--- config.mk ---
export PLATFORM = sky130hd
export DESIGN_NAME = event_status_flags
export DESIGN_NICKNAME = d
export VERILOG_FILES = /design/src/event_status_pkg.sv /design/src/frame_err_if.sv /design/src/frame_checker.sv /design/src/event_status_flags.sv
export VERILOG_INCLUDE_DIRS = /design/src /design/src/src
export SDC_FILE = /design/constraint.sdc
export NUM_CORES = 1
export LEC_CHECK = 0
export ABC_CLOCK_PERIOD_IN_PS = 2500
export BUFFER_PORTS_ARGS = -buffer_cell sky130_fd_sc_hd__buf_4
export CORE_MARGIN = 1
export CORE_UTILIZATION = 39
export CTS_CLUSTER_DIAMETER = 80
export DETAILED_ROUTE_END_ITERATION = 10
export PLACE_DENSITY = 0.64
export SLEW_MARGIN = 5
export SYNTH_ARGS = -nofsm -noshare
export SYNTH_HDL_FRONTEND = slang
export SYNTH_SLANG_ARGS = --single-unit
--- constraint.sdc ---
create_clock -name mclk -period 2.5 [get_ports mclk]
set_input_delay 0.25 -clock mclk [delete_from_list [all_inputs] [get_ports mclk]]
set_output_delay 0.25 -clock mclk [all_outputs]
set_load 0.02 [all_outputs]
--- src/event_status_consts.svh ---
// Register offsets, field positions, reset values and timing counts of the event flag bank
// Contract
// - Each flag latches on its event and clears only when one is written to it.
// - System flag bit 7 sets when first reference plus 4% exceeds the second.
// - System flag bit 6 sets when first reference minus 4% is below the second.
// - System bit 5 shows enable-pin wake-up as one, power-on wake-up as zero.
// - System bit 3 sets on sync clock fault, bit 2 on enable-pin event.
// - System bit 1 sets on output voltage config fault, bit 0 on supervision fault.
// - MCU fault bit 7 hard reset, bit 6 soft reset, bit 3 watchdog fault.
// - MCU fault bit 0 sets on an init timer error.
// - MCU warning bit 3 sets on a missed watchdog trigger; other bits read zero.
// - Serial error bit 3 sets when select stays low longer than 2 ms.
// - Serial error bit 1 sets when a frame has other than 16 clock cycles.
// - Serial error bit 0 sets on a frame parity failure.
// - Serial error bit 2 sets when a frame addresses an invalid register.
// - Serial error bit 4 sets on a wrong lock or unlock sequence.
// - Serial error bit 5 sets on an erroneous device control access.
// - Serial error bit 6 sets on an erroneous secondary buck access; bit 7 unused.
// - A rising flag in this bank sets its global summary bit, on the edge only.
// - Clearing bank flags and clearing summary bits never affect each other.
`ifndef EVENT_STATUS_CONSTS_SVH
`define EVENT_STATUS_CONSTS_SVH

`define OFS_GLOBAL_SUMMARY 8'h1A
`define OFS_SYSTEM_INT 8'h1C
`define OFS_MCU_FAULT 8'h1D
`define OFS_MCU_WARN 8'h1E
`define OFS_SERIAL_ERR 8'h1F

`define RST_FLAGS 8'h00

`define MASK_SYSTEM_INT 8'hEF
`define MASK_MCU_FAULT 8'hC9
`define MASK_MCU_WARN 8'h08
`define MASK_SERIAL_ERR 8'h7F
`define MASK_GLOBAL_SUMMARY 8'h07

`define SYS_REFV_HIGH 7
`define SYS_REFV_LOW 6
`define SYS_WAKE_SRC 5
`define SYS_SYNC_FAULT 3
`define SYS_ENA_EVENT 2
`define SYS_VOUT_CFG 1
`define SYS_SUPV_CFG 0

`define MF_HARD_RESET 7
`define MF_SOFT_RESET 6
`define MF_WDG_FAULT 3
`define MF_INIT_ERR 0

`define MW_WDG_MISS 3

`define SE_BUCK2_ACC 6
`define SE_DEVICE_CONTROL_ACCESS_ERROR_ACC 5
`define SE_LOCK 4
`define SE_DURATION 3
`define SE_ADDR 2
`define SE_LENGTH 1
`define SE_PARITY 0

`define GS_SYS 0
`define GS_MCU 1
`define GS_SPI 2

`define CLK_PERIOD_NS 8
`define SEL_TIME_NS 2000000
`define SEL_DUR_CYCLES ((`SEL_TIME_NS + `CLK_PERIOD_NS - 1) / `CLK_PERIOD_NS)
`define FRAME_CLOCKS 5'h10

`endif

--- src/event_status_pkg.sv ---
// Types shared by the event flag bank and its frame checker
package event_status_pkg;

  typedef enum logic [1:0] {
    FRM_IDLE = 2'b01,
    FRM_OPEN = 2'b10
  } frame_state_t;

  typedef struct packed {
    frame_state_t state;
    logic sclk_prev;
    logic [4:0] edge_cnt;
    logic [17:0] dur_cnt;
    logic dur_done;
    logic dur_err;
    logic len_err;
  } checker_state_t;

  typedef struct packed {
    logic [7:0] sys_flags;
    logic [7:0] mcu_fault;
    logic [7:0] mcu_warn;
    logic [7:0] serial_err;
    logic [7:0] summary;
    logic [7:0] rdata;
  } bank_state_t;

endpackage

--- src/frame_err_if.sv ---
// Frame error pulses passed from the frame checker to the flag bank
`timescale 1ns/1ps
interface frame_err_if;
  logic dur_err;
  logic len_err;

  modport src (output dur_err, output len_err);
  modport dst (input dur_err, input len_err);
endinterface

--- src/frame_checker.sv ---
// Watches select and serial clock for over-long and wrong-length frames
`timescale 1ns/1ps
`include "event_status_consts.svh"
module frame_checker #(
  parameter int DUR_CYCLES = `SEL_DUR_CYCLES
) (
  // Clock and reset
  input wire logic mclk,
  input wire logic resetn,
  // Serial link pins
  input wire logic sel_n,
  input wire logic sclk,
  // Error pulses
  frame_err_if.src errs
);

  event_status_pkg::checker_state_t s_q;
  event_status_pkg::checker_state_t s_d;

  always_comb
  begin
    s_d = s_q;
    s_d.sclk_prev = sclk;
    s_d.dur_err = 1'b0;
    s_d.len_err = 1'b0;
    unique case (s_q.state)
      event_status_pkg::FRM_IDLE:
      begin
        if (!sel_n)
        begin
          s_d.state = event_status_pkg::FRM_OPEN;
          s_d.edge_cnt = 5'h00;
          s_d.dur_cnt = 18'h0_0001;
          s_d.dur_done = 1'b0;
        end
      end
      event_status_pkg::FRM_OPEN:
      begin
        if (sclk && !s_q.sclk_prev && s_q.edge_cnt != 5'h1F)
        begin
          s_d.edge_cnt = s_q.edge_cnt + 5'h01;
        end
        // Counter stops once fired, so one long frame gives one error
        if (!s_q.dur_done)
        begin
          s_d.dur_cnt = s_q.dur_cnt + 18'h0_0001;
          // Select must still be low here, so exactly 2 ms is not yet an error
          if (s_q.dur_cnt >= 18'(DUR_CYCLES) && !sel_n)
          begin
            s_d.dur_err = 1'b1;
            s_d.dur_done = 1'b1;
          end
        end
        if (sel_n)
        begin
          s_d.state = event_status_pkg::FRM_IDLE;
          s_d.len_err = (s_q.edge_cnt != `FRAME_CLOCKS);
        end
      end
      default:
      begin
        s_d.state = event_status_pkg::FRM_IDLE;
      end
    endcase
  end

  always_ff @(posedge mclk or negedge resetn)
  begin
    if (!resetn)
    begin
      s_q <= '{state: event_status_pkg::FRM_IDLE, sclk_prev: 1'b0, edge_cnt: 5'h00,
               dur_cnt: 18'h0_0000, dur_done: 1'b0, dur_err: 1'b0, len_err: 1'b0};
    end
    else
    begin
      s_q <= s_d;
    end
  end

  assign errs.dur_err = s_q.dur_err;
  assign errs.len_err = s_q.len_err;

endmodule

--- src/event_status_flags.sv ---
// Sticky event flag bank with write-one-to-clear access and global summary bits
`timescale 1ns/1ps
`include "event_status_consts.svh"
module event_status_flags #(
  parameter int DUR_CYCLES = `SEL_DUR_CYCLES
) (
  // Clock and reset
  input wire logic mclk,
  input wire logic resetn,
  // Register access port
  input wire logic [7:0] reg_addr,
  input wire logic [7:0] reg_wdata,
  input wire logic reg_wr,
  input wire logic reg_rd,
  output logic [7:0] reg_rdata,
  output logic reg_hit,
  // System events
  input wire logic refv_high_warning,
  input wire logic refv_low_warning,
  input wire logic wake_source_flag,
  input wire logic sync_fault,
  input wire logic enable_pin_event,
  input wire logic vout_config_fault,
  input wire logic supervision_config_fault,
  // Microcontroller events
  input wire logic hard_reset_event,
  input wire logic soft_reset_event,
  input wire logic window_watchdog_fault,
  input wire logic init_timer_error,
  input wire logic watchdog_missed_trigger,
  // Serial protocol events
  input wire logic sel_n,
  input wire logic sclk,
  input wire logic parity_error,
  input wire logic invalid_address_error,
  input wire logic lock_sequence_error,
  input wire logic device_control_access_error,
  input wire logic secondary_buck_ctrl_access_error,
  // Flag views
  output logic [7:0] global_summary_flags,
  output logic [7:0] system_interrupt_flags,
  output logic [7:0] mcu_fault_flags,
  output logic [7:0] mcu_warning_flags,
  output logic [7:0] serial_error_flags
);

  frame_err_if ferr ();

  frame_checker #(
    .DUR_CYCLES(DUR_CYCLES)
  ) u_checker (
    .mclk(mclk),
    .resetn(resetn),
    .sel_n(sel_n),
    .sclk(sclk),
    .errs(ferr)
  );

  event_status_pkg::bank_state_t s_q;
  event_status_pkg::bank_state_t s_d;

  // Next value of one rw1c byte; set wins over a clear in the same cycle
  function automatic logic [7:0] w1c_next(input logic [7:0] cur, input logic [7:0] ev,
                                          input logic clr, input logic [7:0] wdata,
                                          input logic [7:0] mask);
    logic [7:0] kept;
    kept = clr ? (cur & ~wdata) : cur;
    return (kept | ev) & mask;
  endfunction

  // Any flag that was low and is now high
  function automatic logic rose(input logic [7:0] prev, input logic [7:0] nxt);
    return |(nxt & ~prev);
  endfunction

  logic [7:0] ev_sys;
  logic [7:0] ev_mf;
  logic [7:0] ev_mw;
  logic [7:0] ev_se;
  logic [7:0] gs_rise;
  logic wr_sys;
  logic wr_mf;
  logic wr_mw;
  logic wr_se;
  logic wr_gs;
  logic addr_ok;

  always_comb
  begin
    ev_sys = 8'h00;
    ev_sys[`SYS_REFV_HIGH] = refv_high_warning;
    ev_sys[`SYS_REFV_LOW] = refv_low_warning;
    // Only an enable-pin wake-up raises it; power-on wake-up leaves zero
    ev_sys[`SYS_WAKE_SRC] = wake_source_flag;
    ev_sys[`SYS_SYNC_FAULT] = sync_fault;
    ev_sys[`SYS_ENA_EVENT] = enable_pin_event;
    ev_sys[`SYS_VOUT_CFG] = vout_config_fault;
    ev_sys[`SYS_SUPV_CFG] = supervision_config_fault;

    ev_mf = 8'h00;
    ev_mf[`MF_HARD_RESET] = hard_reset_event;
    ev_mf[`MF_SOFT_RESET] = soft_reset_event;
    ev_mf[`MF_WDG_FAULT] = window_watchdog_fault;
    ev_mf[`MF_INIT_ERR] = init_timer_error;

    ev_mw = 8'h00;
    ev_mw[`MW_WDG_MISS] = watchdog_missed_trigger;

    ev_se = 8'h00;
    ev_se[`SE_BUCK2_ACC] = secondary_buck_ctrl_access_error;
    ev_se[`SE_DEVICE_CONTROL_ACCESS_ERROR_ACC] = device_control_access_error;
    ev_se[`SE_LOCK] = lock_sequence_error;
    ev_se[`SE_DURATION] = ferr.dur_err;
    ev_se[`SE_ADDR] = invalid_address_error;
    ev_se[`SE_LENGTH] = ferr.len_err;
    ev_se[`SE_PARITY] = parity_error;
  end

  always_comb
  begin
    wr_sys = reg_wr && (reg_addr == `OFS_SYSTEM_INT);
    wr_mf = reg_wr && (reg_addr == `OFS_MCU_FAULT);
    wr_mw = reg_wr && (reg_addr == `OFS_MCU_WARN);
    wr_se = reg_wr && (reg_addr == `OFS_SERIAL_ERR);
    wr_gs = reg_wr && (reg_addr == `OFS_GLOBAL_SUMMARY);
    addr_ok = (reg_addr == `OFS_SYSTEM_INT) || (reg_addr == `OFS_MCU_FAULT) ||
              (reg_addr == `OFS_MCU_WARN) || (reg_addr == `OFS_SERIAL_ERR) ||
              (reg_addr == `OFS_GLOBAL_SUMMARY);
  end

  always_comb
  begin
    s_d = s_q;
    // Bank clears come only from bank writes, never from summary writes
    s_d.sys_flags = w1c_next(s_q.sys_flags, ev_sys, wr_sys, reg_wdata,
                             `MASK_SYSTEM_INT);
    s_d.mcu_fault = w1c_next(s_q.mcu_fault, ev_mf, wr_mf, reg_wdata, `MASK_MCU_FAULT);
    s_d.mcu_warn = w1c_next(s_q.mcu_warn, ev_mw, wr_mw, reg_wdata, `MASK_MCU_WARN);
    s_d.serial_err = w1c_next(s_q.serial_err, ev_se, wr_se, reg_wdata,
                              `MASK_SERIAL_ERR);

    // Summary follows the rising edge of a flag, so a held flag cleared
    // in the summary does not re-arm it until the flag itself falls and rises
    gs_rise = 8'h00;
    gs_rise[`GS_SYS] = rose(s_q.sys_flags, s_d.sys_flags);
    gs_rise[`GS_MCU] = rose(s_q.mcu_fault, s_d.mcu_fault) ||
                       rose(s_q.mcu_warn, s_d.mcu_warn);
    gs_rise[`GS_SPI] = rose(s_q.serial_err, s_d.serial_err);
    s_d.summary = w1c_next(s_q.summary, gs_rise, wr_gs, reg_wdata,
                           `MASK_GLOBAL_SUMMARY);

    // Read data is captured before this cycle's update takes effect
    s_d.rdata = s_q.rdata;
    if (reg_rd)
    begin
      unique case (1'b1)
        reg_addr == `OFS_SYSTEM_INT: s_d.rdata = s_q.sys_flags;
        reg_addr == `OFS_MCU_FAULT: s_d.rdata = s_q.mcu_fault;
        reg_addr == `OFS_MCU_WARN: s_d.rdata = s_q.mcu_warn;
        reg_addr == `OFS_SERIAL_ERR: s_d.rdata = s_q.serial_err;
        reg_addr == `OFS_GLOBAL_SUMMARY: s_d.rdata = s_q.summary;
        default: s_d.rdata = 8'h00;
      endcase
    end
  end

  always_ff @(posedge mclk or negedge resetn)
  begin
    if (!resetn)
    begin
      s_q <= '{sys_flags: `RST_FLAGS, mcu_fault: `RST_FLAGS, mcu_warn: `RST_FLAGS,
               serial_err: `RST_FLAGS, summary: `RST_FLAGS, rdata: 8'h00};
    end
    else
    begin
      s_q <= s_d;
    end
  end

  assign reg_rdata = s_q.rdata;
  assign reg_hit = addr_ok && (reg_rd || reg_wr);
  assign global_summary_flags = s_q.summary;
  assign system_interrupt_flags = s_q.sys_flags;
  assign mcu_fault_flags = s_q.mcu_fault;
  assign mcu_warning_flags = s_q.mcu_warn;
  assign serial_error_flags = s_q.serial_err;

endmodule

==> flow_summary.json <==
{
  "violations": "negative hold slack",
  "path_cells": "or3b_1 -> or4b_1 -> nor3_4 -> mux2i_1",
  "crit_family": "simple AND/OR/NAND/NOR gates",
  "ios": 88,
  "worst_slack_ns": 0.433,
  "gr-max-usage-layer": "met2",
  "reg2reg_depth": 4,
  "layout_common_cells": "buf_4 (75), dfrtp_1 (58), inv_1 (30), nand3_1 (30), a21o_1 (21)",
  "clock_latency_ns": 0.34,
  "rsz0062_at_grt": "false",
  "tightest_slew_ns": 0.769,
  "post_cts_resized": 0,
  "wl_per_cell_um": 15.0,
  "start_util_pct": 40.6,
  "fmax_mhz": 484,
  "hold_class": "in -> async",
  "crit_path_end_kind": "flop",
  "relSlewSlack_pct": 48.7,
  "syn_inst": 327,
  "clk_pin_slew_ns": 0.06,
  "wirelength_um": 7590,
  "drv_slew": 0,
  "ys.flop_type": "dfrtp_1",
  "critical_path.startpoint": "u_checker.s_q[28]",
  "crit_path_end": "u_checker.s_q[20]",
  "diodes": 0,
  "grt_usage_pct": 19.0,
  "timing.hold.ws_ns": -0.0186,
  "ys_types": 53,
  "clock_path_buffers": 2,
  "power_mw": 2.16,
  "layout_commonest_cell": "buf_4",
  "antenna_found_initial": 0,
  "cts_setup_buffers": 0,
  "root_buffer": "clkbuf_8",
  "std_cell_rows": 32,
  "syn-cell-area_um2": 3150,
  "gp_routability_congestion": 0.881,
  "post-route-min-period_ns": 2.07,
  "powerDensity_nw_per_um2": 552,
  "path_max_fanout": 10,
  "finalSetupTns_ns": 0,
  "drcViolationCount": 0,
  "met2_usage_pct": 30.5,
  "finClkSkew_ns": 0.00635,
  "async_flop_share_pct": 100,
  "dp_hpwl_um": 5520,
  "tritoncts": "done",
  "setup_violations": 0,
  "ys_seq_area_share_pct": 46.9,
  "ys.warnings.count": 0,
  "grt_pass1_vias": 2529,
  "gr-usage-met1_pct": 24.2,
  "p_leak_nw": 1.75,
  "grt.met3_usage_pct": 5.64,
  "clock_sinks": 59,
  "final_area_um2": 3920,
  "ctsHtreeMaxLevel": 3,
  "rrSetupSlack_ns": 0.43,
  "arrival_ns": 2.33,
  "drtAntennaViolNets": 0,
  "firstDrtPassIters": 4,
  "post_dp_cell_area_um2": 3730,
  "area_growth_pct": 24.4,
  "io_buffers": 69,
  "crit_slowest_cell": "or4b_1",
  "core_um2": 7770,
  "grt_max_degree": 60,
  "hold_viol": 13,
  "slowest_delay_ns": 0.71,
  "synth.avg_cell_area_um2": 9.64,
  "grt_overflow": 0,
  "nNetsFinal": 445,
  "fin_crit_sh_pct": 82.7,
  "r2r_end": "u_checker.s_q[20]",
  "fp.dieH_um": 91.9,
  "cp.depth": 4,
  "r2r_start": "u_checker.s_q[28]",
  "drive_gt1_share_pct": 24.2,
  "synth_edf_count": 0,
  "cts_buffers": 9,
  "grt_pass1_wl_um": 12300,
  "status": "finished with violations",
  "drv_cap": 0,
  "dpl_worst_slack_ns": 0.407,
  "dr_total_vias": 2654,
  "viasPerCell": 5.23,
  "cp_num_buf_inv": 0,
  "ys_ff_latch": 59,
  "drt-initial-drc-count": 127,
  "die_width_um": 91.9,
  "vdd_drop_max_uv": 330,
  "ctsHoldBuffers": 0,
  "critical_path_class": "reg -> reg",
  "cp_data_required_time_ns": 2.76,
  "crit_path_start_kind": "flop",
  "die_area_um2": 8450
}
power breakdown:
group | total, mW | internal, mW | switching (mW)
sequential | 1.01 | 0.984 | 0.0312
clock | 0.886 | 0.509 | 0.377
combinational | 0.264 | 0.108 | 0.156
state kept, by name (all words and copies together), names as in the netlist:
name	cells
mcu_warning_flags	1
serial_error_flags	7
global_summary_flags	3
u_checker.errs.dur_err	1
u_checker.s_q	27
u_checker.errs.len_err	1
mcu_fault_flags	4
system_interrupt_flags	7
reg_rdata	8
how the worst min path moves through the flow:
stage | startpoint | to | slack (ns) | depth (start not counted)
after floorplan | resetn | global_summary_flags[0] | -0.05 | 0
after global placement | resetn | mcu_fault_flags[7] | 0.37 | 1
after detailed placement | resetn | mcu_fault_flags[7] | 0.37 | 1
after CTS | resetn | mcu_fault_flags[7] | 0.003 | 1
after global routing | sclk | u_checker.s_q[26] | 0.009 | 1
final | resetn | mcu_fault_flags[7] | -0.02 | 1
synth_stat cells (2+ instances only):
master / instances / area share (%)
dfrtp_1: 58 / 46
inv_1: 30 / 3.6
nand3_1: 30 / 4.8
a21o_1: 21 / 5.0
buf_4: 18 / 4.3
o21ai_0: 17 / 2.7
nand2_1: 16 / 1.9
nor2_1: 13 / 1.5
nand4_1: 10 / 2.0
clkbuf_1: 9 / 1.1
a21oi_1: 8 / 1.3
nand2b_1: 7 / 1.4
nor2b_1: 7 / 1.4
nand3b_1: 6 / 1.4
ha_1: 5 / 2.0
o211ai_1: 5 / 1.2
o31ai_1: 5 / 1.2
mux2i_1: 4 / 1.3
nor3b_1: 4 / 0.95
o22ai_1: 4 / 0.79
a22o_1: 3 / 0.83
a22oi_1: 3 / 0.71
mux2_2: 3 / 1.1
o221ai_1: 3 / 0.83
or4_1: 3 / 0.71
a211o_1: 2 / 0.56
a2bb2oi_1: 2 / 0.56
and3_1: 2 / 0.40
buf_2: 2 / 0.32
nor3_1: 2 / 0.32
nor4_1: 2 / 0.40
or3_1: 2 / 0.40
cell families after synthesis:
| logic type | Yosys count | share of synthesized area (%) |
|---|---|---|
| DFF | 59 | 46.9 |
| other | 1 | 0.119 |
| and+or+nand+nor | 113 | 20.5 |
| buffers and inverters | 59 | 9.25 |
| AOI/OAI and AO/OA | 81 | 18.0 |
| adders and majority gates | 5 | 1.98 |
| muxes | 8 | 3.06 |
| xor gates and xnor gates | 1 | 0.278 |
area by class of cell:
class,count,area (µm²)
clock inverter,2,35.0
inverter,30,113
sequential,59,1480
timing repair buffer,75,563
multi-input combinational,226,1450
fill,738,3840
clock buffer,13,159
tap,102,128
metrics by stage:
stage,std cells,utilization (%)
6_report,507,50.5
5_1_grt,507,50.5
4_1_cts,507,50.5
3_5_place_dp,492,48.0
3_3_place_gp,492,48.0
2_1_floorplan,344,-
layer usage:
metal	wire, µm	up-vias
li1	-	1291
met4	89	0
met1	3320	1259
met2	3620	94
met3	556	10
met5	0	-
Note: power is estimated with default switching activity, not from simulation.
